File: config.mk
export PLATFORM = sky130hd
export DESIGN_NAME = ipfp_protect
export DESIGN_NICKNAME = d
export VERILOG_FILES = /design/src/ipfp_pkg.sv /design/src/ipfp_protect.sv
export SDC_FILE = /design/constraint.sdc
export NUM_CORES = 1
export LEC_CHECK = 0
export ABC_AREA = 1
export ABC_CLOCK_PERIOD_IN_PS = 1800
export BUFFER_PORTS_ARGS = -buffer_cell sky130_fd_sc_hd__buf_2
export CAP_MARGIN = 20
export CORE_MARGIN = 2
export CORE_UTILIZATION = 32
export DETAILED_ROUTE_END_ITERATION = 12
export GPL_ROUTABILITY_DRIVEN = 0
export PLACE_DENSITY = 0.46
export SYNTH_ARGS = -nofsm -noshare
export SYNTH_HDL_FRONTEND = slang
export SYNTH_HIERARCHICAL = 1
export SYNTH_SLANG_ARGS = --single-unit
File: constraint.sdc
create_clock -name clk -period 1.8 [get_ports clk]
set_clock_uncertainty 0.1 [all_clocks]
set_input_delay 0.36 -clock clk [delete_from_list [all_inputs] [get_ports clk]]
set_output_delay 0.36 -clock clk [all_outputs]
set_load 0.03 [all_outputs]
File: src/ipfp_pkg.sv
// package of shared constants and the input synchroniser module
// assumes one free-running 40 MHz clock and an active-low asynchronous reset
package ipfp_pkg;
    // ----------------------------------------------------------------
    // timing
    // ----------------------------------------------------------------
    localparam int CLK_PERIOD_NS = 25;
    localparam int BLANK_NS = 810;
    localparam int BLANK_CYC = (BLANK_NS + CLK_PERIOD_NS - 1) / CLK_PERIOD_NS;
    localparam int DELAY_NS = 900;
    localparam int DELAY_CYC = (DELAY_NS + CLK_PERIOD_NS - 1) / CLK_PERIOD_NS;
    localparam int OVL_NS = 800;
    localparam int OVL_CYC = (OVL_NS + CLK_PERIOD_NS - 1) / CLK_PERIOD_NS;
    localparam int HOLD_MS = 10;
    localparam int HOLD_CYC = (HOLD_MS * 1000000) / CLK_PERIOD_NS;
    // ----------------------------------------------------------------
    // short-circuit sequencer
    // ----------------------------------------------------------------
    typedef enum logic [1:0] {
        IPFP_SC_IDLE = 2'h0,
        IPFP_SC_BLANK = 2'h1,
        IPFP_SC_DELAY = 2'h3,
        IPFP_SC_HOLD = 2'h2
    } ipfp_sc_t;
    localparam logic [2:0] FAULT_DRIVE_RST = 3'h0;
endpackage

`timescale 1ns/10ps
`default_nettype none
// ----------------------------------------------------------------
// three-stage synchroniser, output moves once stages two and three agree
// ----------------------------------------------------------------
module ipfp_sync #(
    parameter int W = 1,
    parameter logic [W-1:0] INIT = '0
) (
    input wire logic clk,
    input wire logic rst_b,
    input wire logic [W-1:0] din,
    output logic [W-1:0] dout
);
    typedef struct packed {
        logic [W-1:0] s1;
        logic [W-1:0] s2;
        logic [W-1:0] s3;
        logic [W-1:0] f;
    } ipfp_sync_state_t;

    ipfp_sync_state_t st_r;
    ipfp_sync_state_t st_nxt;

    always_comb begin
        st_nxt = st_r;
        st_nxt.s1 = din;
        st_nxt.s2 = st_r.s1;
        st_nxt.s3 = st_r.s2;
        for (int i = 0; i < W; i++) begin
            if (st_r.s2[i] == st_r.s3[i]) begin
                st_nxt.f[i] = st_r.s2[i];
            end
        end
    end

    always_ff @(posedge clk or negedge rst_b) begin
        if (!rst_b) begin
            st_r <= {INIT, INIT, INIT, INIT};
        end else begin
            st_r <= st_nxt;
        end
    end

    assign dout = st_r.f;
endmodule
`default_nettype wire

File: src/ipfp_protect.sv
// three-phase gate protection: short-circuit trip, overlap block, thermal trip
// assumes async pin inputs; fault wire resolved outside from the enables
`timescale 1ns/10ps
`default_nettype none
module ipfp_protect #(
    parameter int HOLD_CYCLES = ipfp_pkg::HOLD_CYC
) (
    input wire logic clk,
    input wire logic rst_b,
    input wire logic [2:0] high_side_command,
    input wire logic [2:0] low_side_command,
    input wire logic middle_phase_low_emitter_sense,
    input wire logic [1:0] thermal_trip_level,
    input wire logic [1:0] thermal_release_level,
    input wire logic fault_line_n_in,
    output logic [2:0] fault_line_n_out,
    output logic [2:0] fault_line_n_oe_n,
    output logic [2:0] high_gate_drive,
    output logic [2:0] low_gate_drive
);
    localparam int CW = $clog2(HOLD_CYCLES + 1);
    localparam int OW = $clog2(ipfp_pkg::OVL_CYC + 1);
    localparam int BLANK_D = ipfp_pkg::BLANK_CYC;
    localparam int DELAY_D = ipfp_pkg::DELAY_CYC;
    localparam int DELAY_D1 = ipfp_pkg::DELAY_CYC + 1;
    localparam int OVL_D = ipfp_pkg::OVL_CYC;

    typedef struct packed {
        ipfp_pkg::ipfp_sc_t sc;
        logic [CW-1:0] sc_cnt;
        logic [2:0][OW-1:0] ovl_cnt;
        logic [2:0] ovl;
        logic [1:0] thermal_trip;
        logic [2:0] hi;
        logic [2:0] lo;
        logic [2:0] drv;
    } ipfp_state_t;

    ipfp_state_t st_r;
    ipfp_state_t st_nxt;
    logic [11:0] sync_f;
    logic [2:0] hi_f;
    logic [2:0] lo_f;
    logic sense_f;
    logic [1:0] hot_f;
    logic [1:0] warm_f;
    logic line_f;
    logic [2:0] ovl_raw;
    logic [2:0] own_fault;
    logic sc_blank_w;
    logic sc_delay_w;
    logic sc_hold_w;

    // ----------------------------------------------------------------
    // input synchronisers
    // ----------------------------------------------------------------
    // fault wire resets to its idle high level so nothing trips at release
    ipfp_sync #(
        .W(12),
        .INIT(12'h800)
    ) u_sync (
        .clk(clk),
        .rst_b(rst_b),
        .din({fault_line_n_in, thermal_release_level, thermal_trip_level,
              middle_phase_low_emitter_sense, low_side_command, high_side_command}),
        .dout(sync_f)
    );

    assign hi_f = sync_f[2:0];
    assign lo_f = sync_f[5:3];
    assign sense_f = sync_f[6];
    assign hot_f = sync_f[8:7];
    assign warm_f = sync_f[10:9];
    assign line_f = sync_f[11];
    assign ovl_raw = hi_f & lo_f;
    assign sc_blank_w = (st_r.sc == ipfp_pkg::IPFP_SC_BLANK);
    assign sc_delay_w = (st_r.sc == ipfp_pkg::IPFP_SC_DELAY);
    assign sc_hold_w = (st_r.sc == ipfp_pkg::IPFP_SC_HOLD);
    // outer phases carry the thermal trip, the middle one the short trip
    assign own_fault = {st_r.thermal_trip[1], sc_hold_w, st_r.thermal_trip[0]} | st_r.ovl;

    // ----------------------------------------------------------------
    // next state
    // ----------------------------------------------------------------
    always_comb begin
        st_nxt = st_r;
        unique case (st_r.sc)
            ipfp_pkg::IPFP_SC_IDLE: begin
                if (sense_f) begin
                    st_nxt.sc = ipfp_pkg::IPFP_SC_BLANK;
                    st_nxt.sc_cnt = CW'(1);
                end
            end
            ipfp_pkg::IPFP_SC_BLANK: begin
                if (!sense_f) begin
                    // short pulses fall back without a trace
                    st_nxt.sc = ipfp_pkg::IPFP_SC_IDLE;
                    st_nxt.sc_cnt = '0;
                end else if (st_r.sc_cnt == CW'(ipfp_pkg::BLANK_CYC)) begin
                    st_nxt.sc = ipfp_pkg::IPFP_SC_DELAY;
                    st_nxt.sc_cnt = CW'(1);
                end else begin
                    st_nxt.sc_cnt = st_r.sc_cnt + CW'(1);
                end
            end
            ipfp_pkg::IPFP_SC_DELAY: begin
                if (st_r.sc_cnt == CW'(ipfp_pkg::DELAY_CYC)) begin
                    st_nxt.sc = ipfp_pkg::IPFP_SC_HOLD;
                    st_nxt.sc_cnt = CW'(1);
                end else begin
                    st_nxt.sc_cnt = st_r.sc_cnt + CW'(1);
                end
            end
            ipfp_pkg::IPFP_SC_HOLD: begin
                // hold runs its full length whatever the comparator does
                if (st_r.sc_cnt == CW'(HOLD_CYCLES)) begin
                    st_nxt.sc = ipfp_pkg::IPFP_SC_IDLE;
                    st_nxt.sc_cnt = '0;
                end else begin
                    st_nxt.sc_cnt = st_r.sc_cnt + CW'(1);
                end
            end
        endcase
        for (int p = 0; p < 3; p++) begin
            if (!ovl_raw[p]) begin
                st_nxt.ovl_cnt[p] = '0;
                st_nxt.ovl[p] = 1'b0;
            end else if (st_r.ovl_cnt[p] == OW'(ipfp_pkg::OVL_CYC)) begin
                st_nxt.ovl[p] = 1'b1;
            end else begin
                st_nxt.ovl_cnt[p] = st_r.ovl_cnt[p] + OW'(1);
            end
        end
        for (int t = 0; t < 2; t++) begin
            if (hot_f[t]) begin
                st_nxt.thermal_trip[t] = 1'b1;
            end else if (!warm_f[t]) begin
                st_nxt.thermal_trip[t] = 1'b0;
            end
        end
        // gates lag one cycle behind the fault state; shared wire shuts every phase
        st_nxt.hi = hi_f & ~own_fault & {3{line_f}};
        st_nxt.lo = lo_f & ~own_fault & {3{line_f}};
        st_nxt.drv = own_fault;
    end

    always_ff @(posedge clk or negedge rst_b) begin
        if (!rst_b) begin
            st_r <= '{sc: ipfp_pkg::IPFP_SC_IDLE, drv: ipfp_pkg::FAULT_DRIVE_RST, default: '0};
        end else begin
            st_r <= st_nxt;
        end
    end

    // ----------------------------------------------------------------
    // outputs
    // ----------------------------------------------------------------
    // open drain: the pin only ever pulls low
    assign fault_line_n_out = 3'h0;
    assign fault_line_n_oe_n = ~st_r.drv;
    assign high_gate_drive = st_r.hi;
    assign low_gate_drive = st_r.lo;
endmodule
`default_nettype wire

==> impl_results.md, run 1 <==
- Global-route wire length before repair: between 10000 and 15000 um
- ANT cells: 0
- Num CTS Buffers: 9
- Yosys top cell by area: dfrtp_1
- Share of layout cells above drive strength 1: a little under a fifth
- Initial DRT Pass Iterations: 4
- Pwr per Cell Area: approximately 1100 nW/um2
- CTS tree: built
- Die area: ~15000 um2
- IO buf count: 22
- Final setup viols: 0
- Worst-path clk slew: 0.07 ns
- Reg area: between 2000 and 3000 um2
- Peak VDD IR: roughly 0.00052 V
- IO Count: 26
- Top cell type's share of synthesized area: 52.92%
- Grt met1 use: about 16%
- Final Core Density: about two fifths
- Global Route Usage Sum: 12.32%
- M3 GR Usage: 4.304%
- Cells after Synth: between 500 and 600
- Max Cap Violations: 0
- Starting Density: approximately 33%
- Unrepaired setup endpoints after global routing: true
- Die width: 123.7 um
- Routed via count: between 3000 and 4000
- Worst EP required: between 1.5 and 2 ns
- Synth warnings: 6
- Final WL: 8535 um
- Die height: 123.7 um
- FMAX: about 0.58 GHz
- Vias in the first global route: around 3100
- # rows: 43
- Core ar.: 13930 um2
- H-tree level count: 3
- Grt ovf: 0
- Nets: between 500 and 600
- Crit Path Max Fanout: 7
- Sequential fraction of the synthesis area: between 50% and 60%
- Area of the multi-input gates: around 1700 um2
- Worst Hold Class: in2reg
- Hold Slack: ~0.018 ns
- Average cell area after synthesis: approximately 9.0 um2
- Outcome: finished, final reports clean
- HPWL after detailed placement: between 5000 and 6000 um
- Fin. Hold Viols: 0
- Iteration-0 DRC Markers: between 150 and 200
- Fin crit share: approximately 96%
- GRT met2 Usage: ~19%
- Root Driver: clkbuf_16
- Synth Cell Area: between 4000 and 5000 um2
- Max Slew Vio Count: 0
- Drt drc: 0
- Post-route ant nets: 0
- Global route hottest layer: met2
- # clock sinks: between 100 and 150
- Clk Latency, worst-skew pair: approximately 0.34 ns
- Worst setup EP type: flop
- Cell variety after synth: 36
- CP Class: reg2reg
- Pin count of the biggest net entering global routing: 42
- Routed WL per cell: ~12 um
- Vias per cell: between 4 and 5
- Yosys reg bits: between 100 and 150
- Number of fill cells: 1414
- Crit start category: flop
- Clk buf depth: 2
- Synthesis-to-layout area growth: 15.60%
- Initial antenna violation count: 0
- Top cells by area, synth: dfrtp_1, nand2_1, inv_1
- Min Tclk post-route: 1.736 ns
- Leakage power: about 2.7 nW
- WP data arrival: approximately 1.9 ns
==> layout by cell type (no fill, tap or decap), drive strengths merged <==
cell type / count
nand2: 126
dfrtp: 97
nor2: 68
inv: 67
buf: 41
nand3: 36
a21oi: 18
xor2: 12
clkbuf: 10
o21ai: 9
ha: 9
nand4: 7
dlygate4sd3: 6
nor3: 4
nor3b: 4
dfstp: 4
or2: 3
xnor2: 3
conb: 3
clkinv: 3
and3: 2
a21o: 2
o211ai: 2
o21bai: 2
nand3b: 1
o31ai: 1
nor4: 1
a21boi: 1
o22ai: 1
mux2i: 1
bufinv: 1
==> final cells by class <==
type,instances,share of cell area (%)
Clock buffer,10,4.507
Timing Repair Buffer,47,6.418
Tap cell,180,4.247
Clock inverter,6,1.298
Multi-Input combinational cell,316,31.12
Inverter,65,4.601
Sequential cell,101,47.81
==> state kept, by name (all words and copies together) (netlist names) <==
signal	flops
low_gate_drive	3
u_sync/st_nxt	24
st_r	47
u_sync/st_r	12
high_gate_drive	3
u_sync/dout	12
==> worst max-delay path, stage by stage, from the launching register on <==
cell	delay, ns
dfrtp_1	0.43
inv_2	0.10
buf_4	0.10
ha_1	0.13
inv_1	0.04
nor2_1	0.12
nand3_2	0.11
nand2_2	0.14
nand3_4	0.20
nand2_2	0.10
nand2_1	0.06
==> metal layers <==
metal,vias up,part of all wire (%)
li1,1615,-
met1,1498,49
met2,35,46
met3,10,3.9
met4,0,1.4
met5,-,0
==> cell families after synthesis <==
kind of cell / Yosys count / share of synthesized area (%)
AO/OA/AOI/OAI: 36 / 4.637
XOR/XNOR: 15 / 2.864
adder cells (fa/ha/maj): 9 / 2.455
buffers and inverters: 94 / 10.23
flip-flops: 101 / 55.21
multiplexers: 1 / 0.2182
other: 1 / 0.08175
AND/OR/NAND/NOR: 251 / 24.30
==> path summary, 6_finish.rpt <==
path | endpoint | from | cells after the start | slack [ns]
setup / recovery | st_r[34]$_DFFE_PN0N_ | st_r[33]$_DFFE_PN0N_ | 10 | 0.06
hold / removal | u_sync/st_nxt[32]$_DFF_PN0_ | thermal_trip_level[1] | 1 | 0.02
min in group asynchronous | low_gate_drive[2]$_DFF_PN0_ | rst_b | 2 | 0.37
hold reg to reg | u_sync/st_nxt[19]$_DFF_PN0_ | u_sync/st_nxt[31]$_DFF_PN0_ | 0 | 0.25
max in group asynchronous | u_sync/st_nxt[31]$_DFF_PN0_ | rst_b | 3 | 0.70
setup reg to reg | st_r[34]$_DFFE_PN0N_ | st_r[33]$_DFFE_PN0N_ | 10 | 0.06
==> power breakdown <==
| part | switching, mW | leakage, nW | total [mW] | internal [mW] |
|---|---|---|---|---|
| Sequential | 0.156 | 1.27 | 2.61 | 2.45 |
| Clock | 0.867 | 0.155 | 2.00 | 1.13 |
| Combinational | 0.793 | 1.24 | 1.23 | 0.439 |
==> Yosys cell counts, drive strengths merged <==
master / number
a21boi: 1
a21o: 2
a21oi: 18
and3: 2
buf: 29
conb: 1
dfrtp: 97
dfstp: 4
ha: 9
inv: 65
mux2i: 1
nand2: 126
nand3: 35
nand3b: 1
nand4: 7
nor2: 68
nor3: 4
nor3b: 4
nor4: 1
o211ai: 2
o21ai: 9
o21bai: 2
o22ai: 1
o31ai: 1
or2: 3
xnor2: 3
xor2: 12
==> stage by stage <==
stage / TNS, ns / cell area [um2] / power, mW / worst slack, ns / std cells
final: 0 / 5303 / 5.834 / 0.06371 / 725
after global routing: -0.1975 / 5303 / 6.203 / -0.04169 / 725
after CTS: 0 / 5197 / 5.784 / 0.006939 / 719
after detailed placement: 0 / 4860 / 3.730 / 0.01641 / 700
after global placement: 0 / 4860 / 3.729 / 0.03526 / 700
after floorplan: 0 / 4594 / 3.439 / 0.2031 / 510
==> timing repair <==
action | 4_1_cts | 5_1_grt
resized for setup | 0 | 16
endpoints found under the setup margin | 0 | 16
hold buffers | 3 | 3
hold endpoints to repair | 22 | 3
buffers inserted | 0 | 2
No activity file was read; power rests on OpenSTA's default activity.
==> run 2: changes to the inputs <==
Settings changed: CORE_UTILIZATION 32 to 25, PLACE_DENSITY 0.46 to 0.38.
==> impl_results.md, run 2 (same netlist as run 1, synthesis figures left out) <==
- Nets: approximately 570
- ANT cells: 0
- Vias in the first global route: 3229
- CTS tree: built
- Max Cap Violations: 0
- Crit path max-delay family: simple AND/OR/NAND/NOR gates
- Leakage power: around 2.7 nW
- Hold EP: u_sync/st_nxt[30]$_DFF_PN0_
- Worst path buffer plus inverter count: 4
- Routed via count: 3206
- HPWL after detailed placement: between 6000 and 7000 um
- Switch share: 31.31%
- Power share of the sequential group: 44.3%
- IO buf count: 22
- R2R Path Start: st_r[33]$_DFFE_PN0N_
- Worst reg-to-reg setup slack: approximately 0.093 ns
- Grt ovf: 0
- Worst EP required: 1.94 ns
- Commonest non-fill, non-tap cell in the layout: nand2_1
- Worst setup EP type: flop
- Most frequent cells in the layout: nand2_1, dfrtp_1, nor2_1, inv_1, nand3_1
- Unrepaired setup endpoints after global routing: true
- H-tree level count: 3
- CP dominant cell by count: nand2_2
- Max Slew Vio Count: 0
- Share of layout cells above drive strength 1: 19.13%
- Clock Power Share: 31.8%
- Number of fill cells: between 1500 and 2000
- Routed WL per cell: around 12 um
- Vias per cell: approximately 4
- Max reg flops: between 40 and 50
- IO Count: 26
- Final instance area: around 5400 um2
- Final setup viols: 0
- Clk buf depth: 2
- Peak VDD IR: 0.0006309 V
- Pwr per Cell Area: 1089 nW/um2
- R2R Path End: st_r[39]$_DFFE_PN0N_
- Hold Slack: 0.02306 ns
- Initial DRT Pass Iterations: 4
- CP Class: reg2reg
- Global Route Usage Sum: 10.28%
- Slowest cell on the critical path: dfrtp_1
- Internal: 4.056 mW
- Critical path cell sequence: inv_2, buf_4, ha_1, inv_1, nor2_1, nand3_2, nand2_2, nand3_4, clkbuf_16, nand2_2, nand2_1
- Synthesis-to-layout area growth: 18.22%
- Initial antenna violation count: 0
- Global-route wire length before repair: ~16000 um
- Pwr Total: ~5.9 mW
- Root Driver: clkbuf_16
- Die width: roughly 140 um
- Post-route ant nets: 0
- Outcome: finished, final reports clean
- Iteration-0 DRC Markers: around 150
- Top reg by flops: st_r
- Placed inst area: 4906 um2
- CP max stage delay: 0.43 ns
- Final WL: a little over 9000 um
- Hold Startpoint: middle_phase_low_emitter_sense
- Pin count of the biggest net entering global routing: 43
- Fin. Hold Viols: 0
- Worst-path clk slew: 0.07 ns
- Combinational Power Share: 23.9%
- # clock sinks: a little over 100
- Drt drc: 0
- Clk Latency, worst-skew pair: 0.34 ns
- Min Tclk post-route: between 1.5 and 2 ns
- Core ar.: roughly 18000 um2
- # rows: 49
- WHS Path Cells: 1
- Fin crit share: a little over nine tenths
- R2R depth: 11
- Crit Path Max Fanout: 5
- Crit start category: flop
- Die area: slightly below 20000 um2
- Die height: around 140 um
- Switch Pwr: between 1.5 and 2 mW
- FMAX: roughly 0.6 GHz
- Starting Density: roughly a quarter
- WP data arrival: about 1.8 ns
- Num CTS Buffers: 9
- Worst Hold Class: in2reg
[run 2: cell type report]
class | count | area, um2 | area share [%]
Multi-Input combinational cell | 315 | 1652 | 30.46
Timing Repair Buffer | 52 | 419.2 | 7.730
Tap cell | 229 | 286.5 | 5.284
Sequential cell | 101 | 2535 | 46.75
Clock buffer | 11 | 242.7 | 4.476
Inverter | 65 | 244.0 | 4.499
Clock inverter | 5 | 43.79 | 0.8076
[run 2: power groups by stage]
stage               combinational (mW)  clock [mW]  sequential, mW
floorplan                        0.842           0            2.60
global placement                  1.09           0            2.65
detailed placement                1.09           0            2.66
CTS                               1.11        1.98            2.61
global route                      1.58        2.08            2.64
finish                            1.41        1.88            2.61
[run 2: layer usage]
metal	global-route usage, %	part of all wire (%)	up-vias
met5	0	0	-
met4	3.243	1.4	0
met3	3.407	4.1	8
met2	15.87	45	41
met1	13.69	49	1532
li1	-	-	1625
[run 2: how the worst max path moves through the flow]
stage / startpoint / endpoint / slack (ns) / cells past startpoint
after global placement: st_r[33]$_DFFE_PN0N_ / st_r[49]$_DFFE_PN0N_ / 0.03 / 11
final: st_r[33]$_DFFE_PN0N_ / st_r[39]$_DFFE_PN0N_ / 0.09 / 11
after floorplan: st_r[32]$_DFFE_PN0N_ / st_r[37]$_DFFE_PN0N_ / 0.20 / 12
after CTS: st_r[32]$_DFFE_PN0N_ / st_r[44]$_DFFE_PN0N_ / 0.006 / 11
after detailed placement: st_r[32]$_DFFE_PN0N_ / st_r[49]$_DFFE_PN0N_ / 0.01 / 11
after global routing: st_r[33]$_DFFE_PN0N_ / st_r[37]$_DFFE_PN0N_ / -0.05 / 12
[run 2: timing repair]
item	in CTS	in global routing
pin swaps	1	9
endpoints found under the hold margin	34	1
hold buffers	8	1
resized for setup	0	21
buffers inserted	0	5
endpoints found under the setup margin	1	17
gates cloned	0	1
[run 2: metrics by stage]
stage	util, %	TNS, ns	std cells	setup slack [ns]
after global routing	30.19	-0.5563	778	-0.05326
after CTS	29.35	0	771	0.005938
final	30.19	0	778	0.09303
after global placement	27.31	0	747	0.03319
after floorplan	-	0	510	0.2031
after detailed placement	27.31	0	747	0.01499
==> run 3: changes to the inputs <==
Settings changed: GPL_TIMING_DRIVEN set to 0.
==> impl_results.md, run 3 (same netlist as run 1, synthesis figures left out) <==
- IO Count: 26
- Leakage power: ~2.8 nW
- Max Slew Vio Count: 0
- Starting Density: about a quarter
- ANT cells: 0
- Most frequent cells in the layout: nand2_1, dfrtp_1, nor2_1, inv_1, nand3_1
- Routed WL per cell: roughly 11 um
- Drt drc: 0
- Unrepaired setup endpoints after global routing: true
- Pin count of the biggest net entering global routing: 66
- Commonest non-fill, non-tap cell in the layout: nand2_1
- Crit Path Max Fanout: 6
- Pwr per Cell Area: between 1000 and 1500 nW/um2
- Vias in the first global route: 3044
- Number of fill cells: around 1900
- Crit start category: flop
- Root Driver: clkbuf_16
- Min Tclk post-route: between 1.5 and 2 ns
- Nets: between 500 and 600
- H-tree level count: 3
- Area of the multi-input gates: between 1500 and 2000 um2
- Iteration-0 DRC Markers: approximately 190
- Core ar.: 17960 um2
- Post-route ant nets: 0
- FMAX: 0.5511 GHz
- Global route hottest layer: met2
- Clk buf depth: 2
- Die width: 139.5 um
- Worst EP required: between 1.5 and 2 ns
- R2R Path Start: st_r[32]$_DFFE_PN0N_
- Combinational Power Share: 23.8%
- Peak VDD IR: around 0.00055 V
- Global Route Usage Sum: roughly a tenth
- Clock Power Share: 34.0%
- Failing checks: setup timing
- Worst-path clk slew: around 0.080 ns
- Worst setup EP type: flop
- Initial antenna violation count: 0
- Power share of the sequential group: a little over two fifths
- Share of layout cells above drive strength 1: between 20 and 25%
- R2R depth: 12
- Grt met1 use: between 10% and 20%
- Fin crit share: 100.8%
- CTS tree: built
- Num CTS Buffers: 9
- Outcome: complete, but fails checks
- Initial DRT Pass Iterations: 4
- HPWL after detailed placement: between 6000 and 7000 um
- Switch share: 31.83%
- Reg area: ~2500 um2
- Worst Hold Class: in2reg
- Max Cap Violations: 0
- Clk Latency, worst-skew pair: around 0.36 ns
- Post-route setup TNS: -0.04568 ns
- Routed via count: ~3200
- Vias per cell: about 4
- # clock sinks: around 100
- Internal: 4.173 mW
- WP data arrival: 1.96 ns
- R2R Path End: st_r[35]$_DFFE_PN0N_
- Switch Pwr: 1.949 mW
- Hold EP: u_sync/st_nxt[33]$_DFF_PN0_
- Global-route wire length before repair: 14990 um
- Die height: 139.5 um
- # rows: 49
- Synthesis-to-layout area growth: 21.52%
- GRT met2 Usage: roughly 15%
- IO buf count: 22
- Final WL: about 8900 um
- Worst reg-to-reg setup slack: -0.01 ns
- M3 GR Usage: under 10%
- Grt ovf: 0
- WHS Path Cells: 1
- Die area: 19450 um2
- Final Core Density: 31.03%
- Final setup viols: 4
- Hold Startpoint: thermal_release_level[0]
- Final worst setup slack: -0.01464 ns
- CP Class: reg2reg
- Top reg by flops: st_r
- Fin. Hold Viols: 0
- Max reg flops: 47
==> run 3: worst max-delay path: stages, from the launching register on <==
cell,delay [ns]
dfrtp_2,0.46
inv_2,0.08
ha_4,0.13
inv_2,0.03
nor2_1,0.09
nand2_1,0.06
nor2_1,0.10
nand3_1,0.11
nand2_2,0.11
nand3_4,0.14
clkbuf_16,0.20
nand2_2,0.05
nand2_1,0.04
==> run 3: how the worst max path moves through the flow <==
stage	from	to	slack, ns	cells after the start
6_report	st_r[32]$_DFFE_PN0N_	st_r[35]$_DFFE_PN0N_	-0.01	12
5_1_grt	st_r[33]$_DFFE_PN0N_	st_r[35]$_DFFE_PN0N_	-0.13	12
4_1_cts	st_r[33]$_DFFE_PN0N_	st_r[37]$_DFFE_PN0N_	0.009	12
3_5_place_dp	st_r[32]$_DFFE_PN0N_	st_r[48]$_DFFE_PN0N_	-0.08	9
3_3_place_gp	rst_b	st_r[34]$_DFFE_PN0N_	-0.94	1
2_1_floorplan	st_r[32]$_DFFE_PN0N_	st_r[37]$_DFFE_PN0N_	0.20	12
==> run 3: what timing repair did <==
item,in CTS,in global routing
hold endpoints to repair,45,1
buffers inserted,2,3
setup endpoints to repair,14,16
gates cloned,0,1
pin swaps,0,7
hold buffers,10,1
resized for setup,2,15
==> run 3: through the flow <==
step                area, um2  setup slack [ns]  total power [mW]  cells  hold WS [ns]
global placement         4991           -0.9433             3.770    761        0.2339
detailed placement       5021          -0.08314             3.779    762        0.2347
floorplan                4594            0.2031             3.439    510      -0.03559
finish                   5574          -0.01464             6.122    795       0.02085
CTS                      5463          0.008674             5.987    790    0.00004760
global route             5574           -0.1325             6.499    795    0.00004635
==> run 3: power groups by stage <==
stage	registers (mW)	clock network (mW)	logic [mW]
4_1_cts	2.58	2.19	1.22
3_5_place_dp	2.64	0	1.14
5_1_grt	2.61	2.27	1.62
3_3_place_gp	2.63	0	1.14
2_1_floorplan	2.60	0	0.842
6_report	2.58	2.08	1.46
==> run 3: per-layer routing <==
| metal | wire length [um] | part of all wire [%] | vias to the layer above |
|---|---|---|---|
| met5 | 0 | 0 | - |
| met4 | 138 | 1.5 | 0 |
| met3 | 410 | 4.6 | 15 |
| met2 | 4034 | 45 | 33 |
| met1 | 4335 | 49 | 1517 |
| li1 | - | - | 1661 |
==> run 3: final cells by class <==
| class | count | area share, % |
|---|---|---|
| Clock inverter | 7 | 1.706 |
| Sequential cell | 101 | 45.45 |
| Multi-Input combinational cell | 315 | 29.47 |
| Timing Repair Buffer | 40 | 5.612 |
| Clock buffer | 9 | 4.040 |
| Inverter | 65 | 4.377 |
| Buffer | 29 | 4.198 |
| Tap cell | 229 | 5.140 |
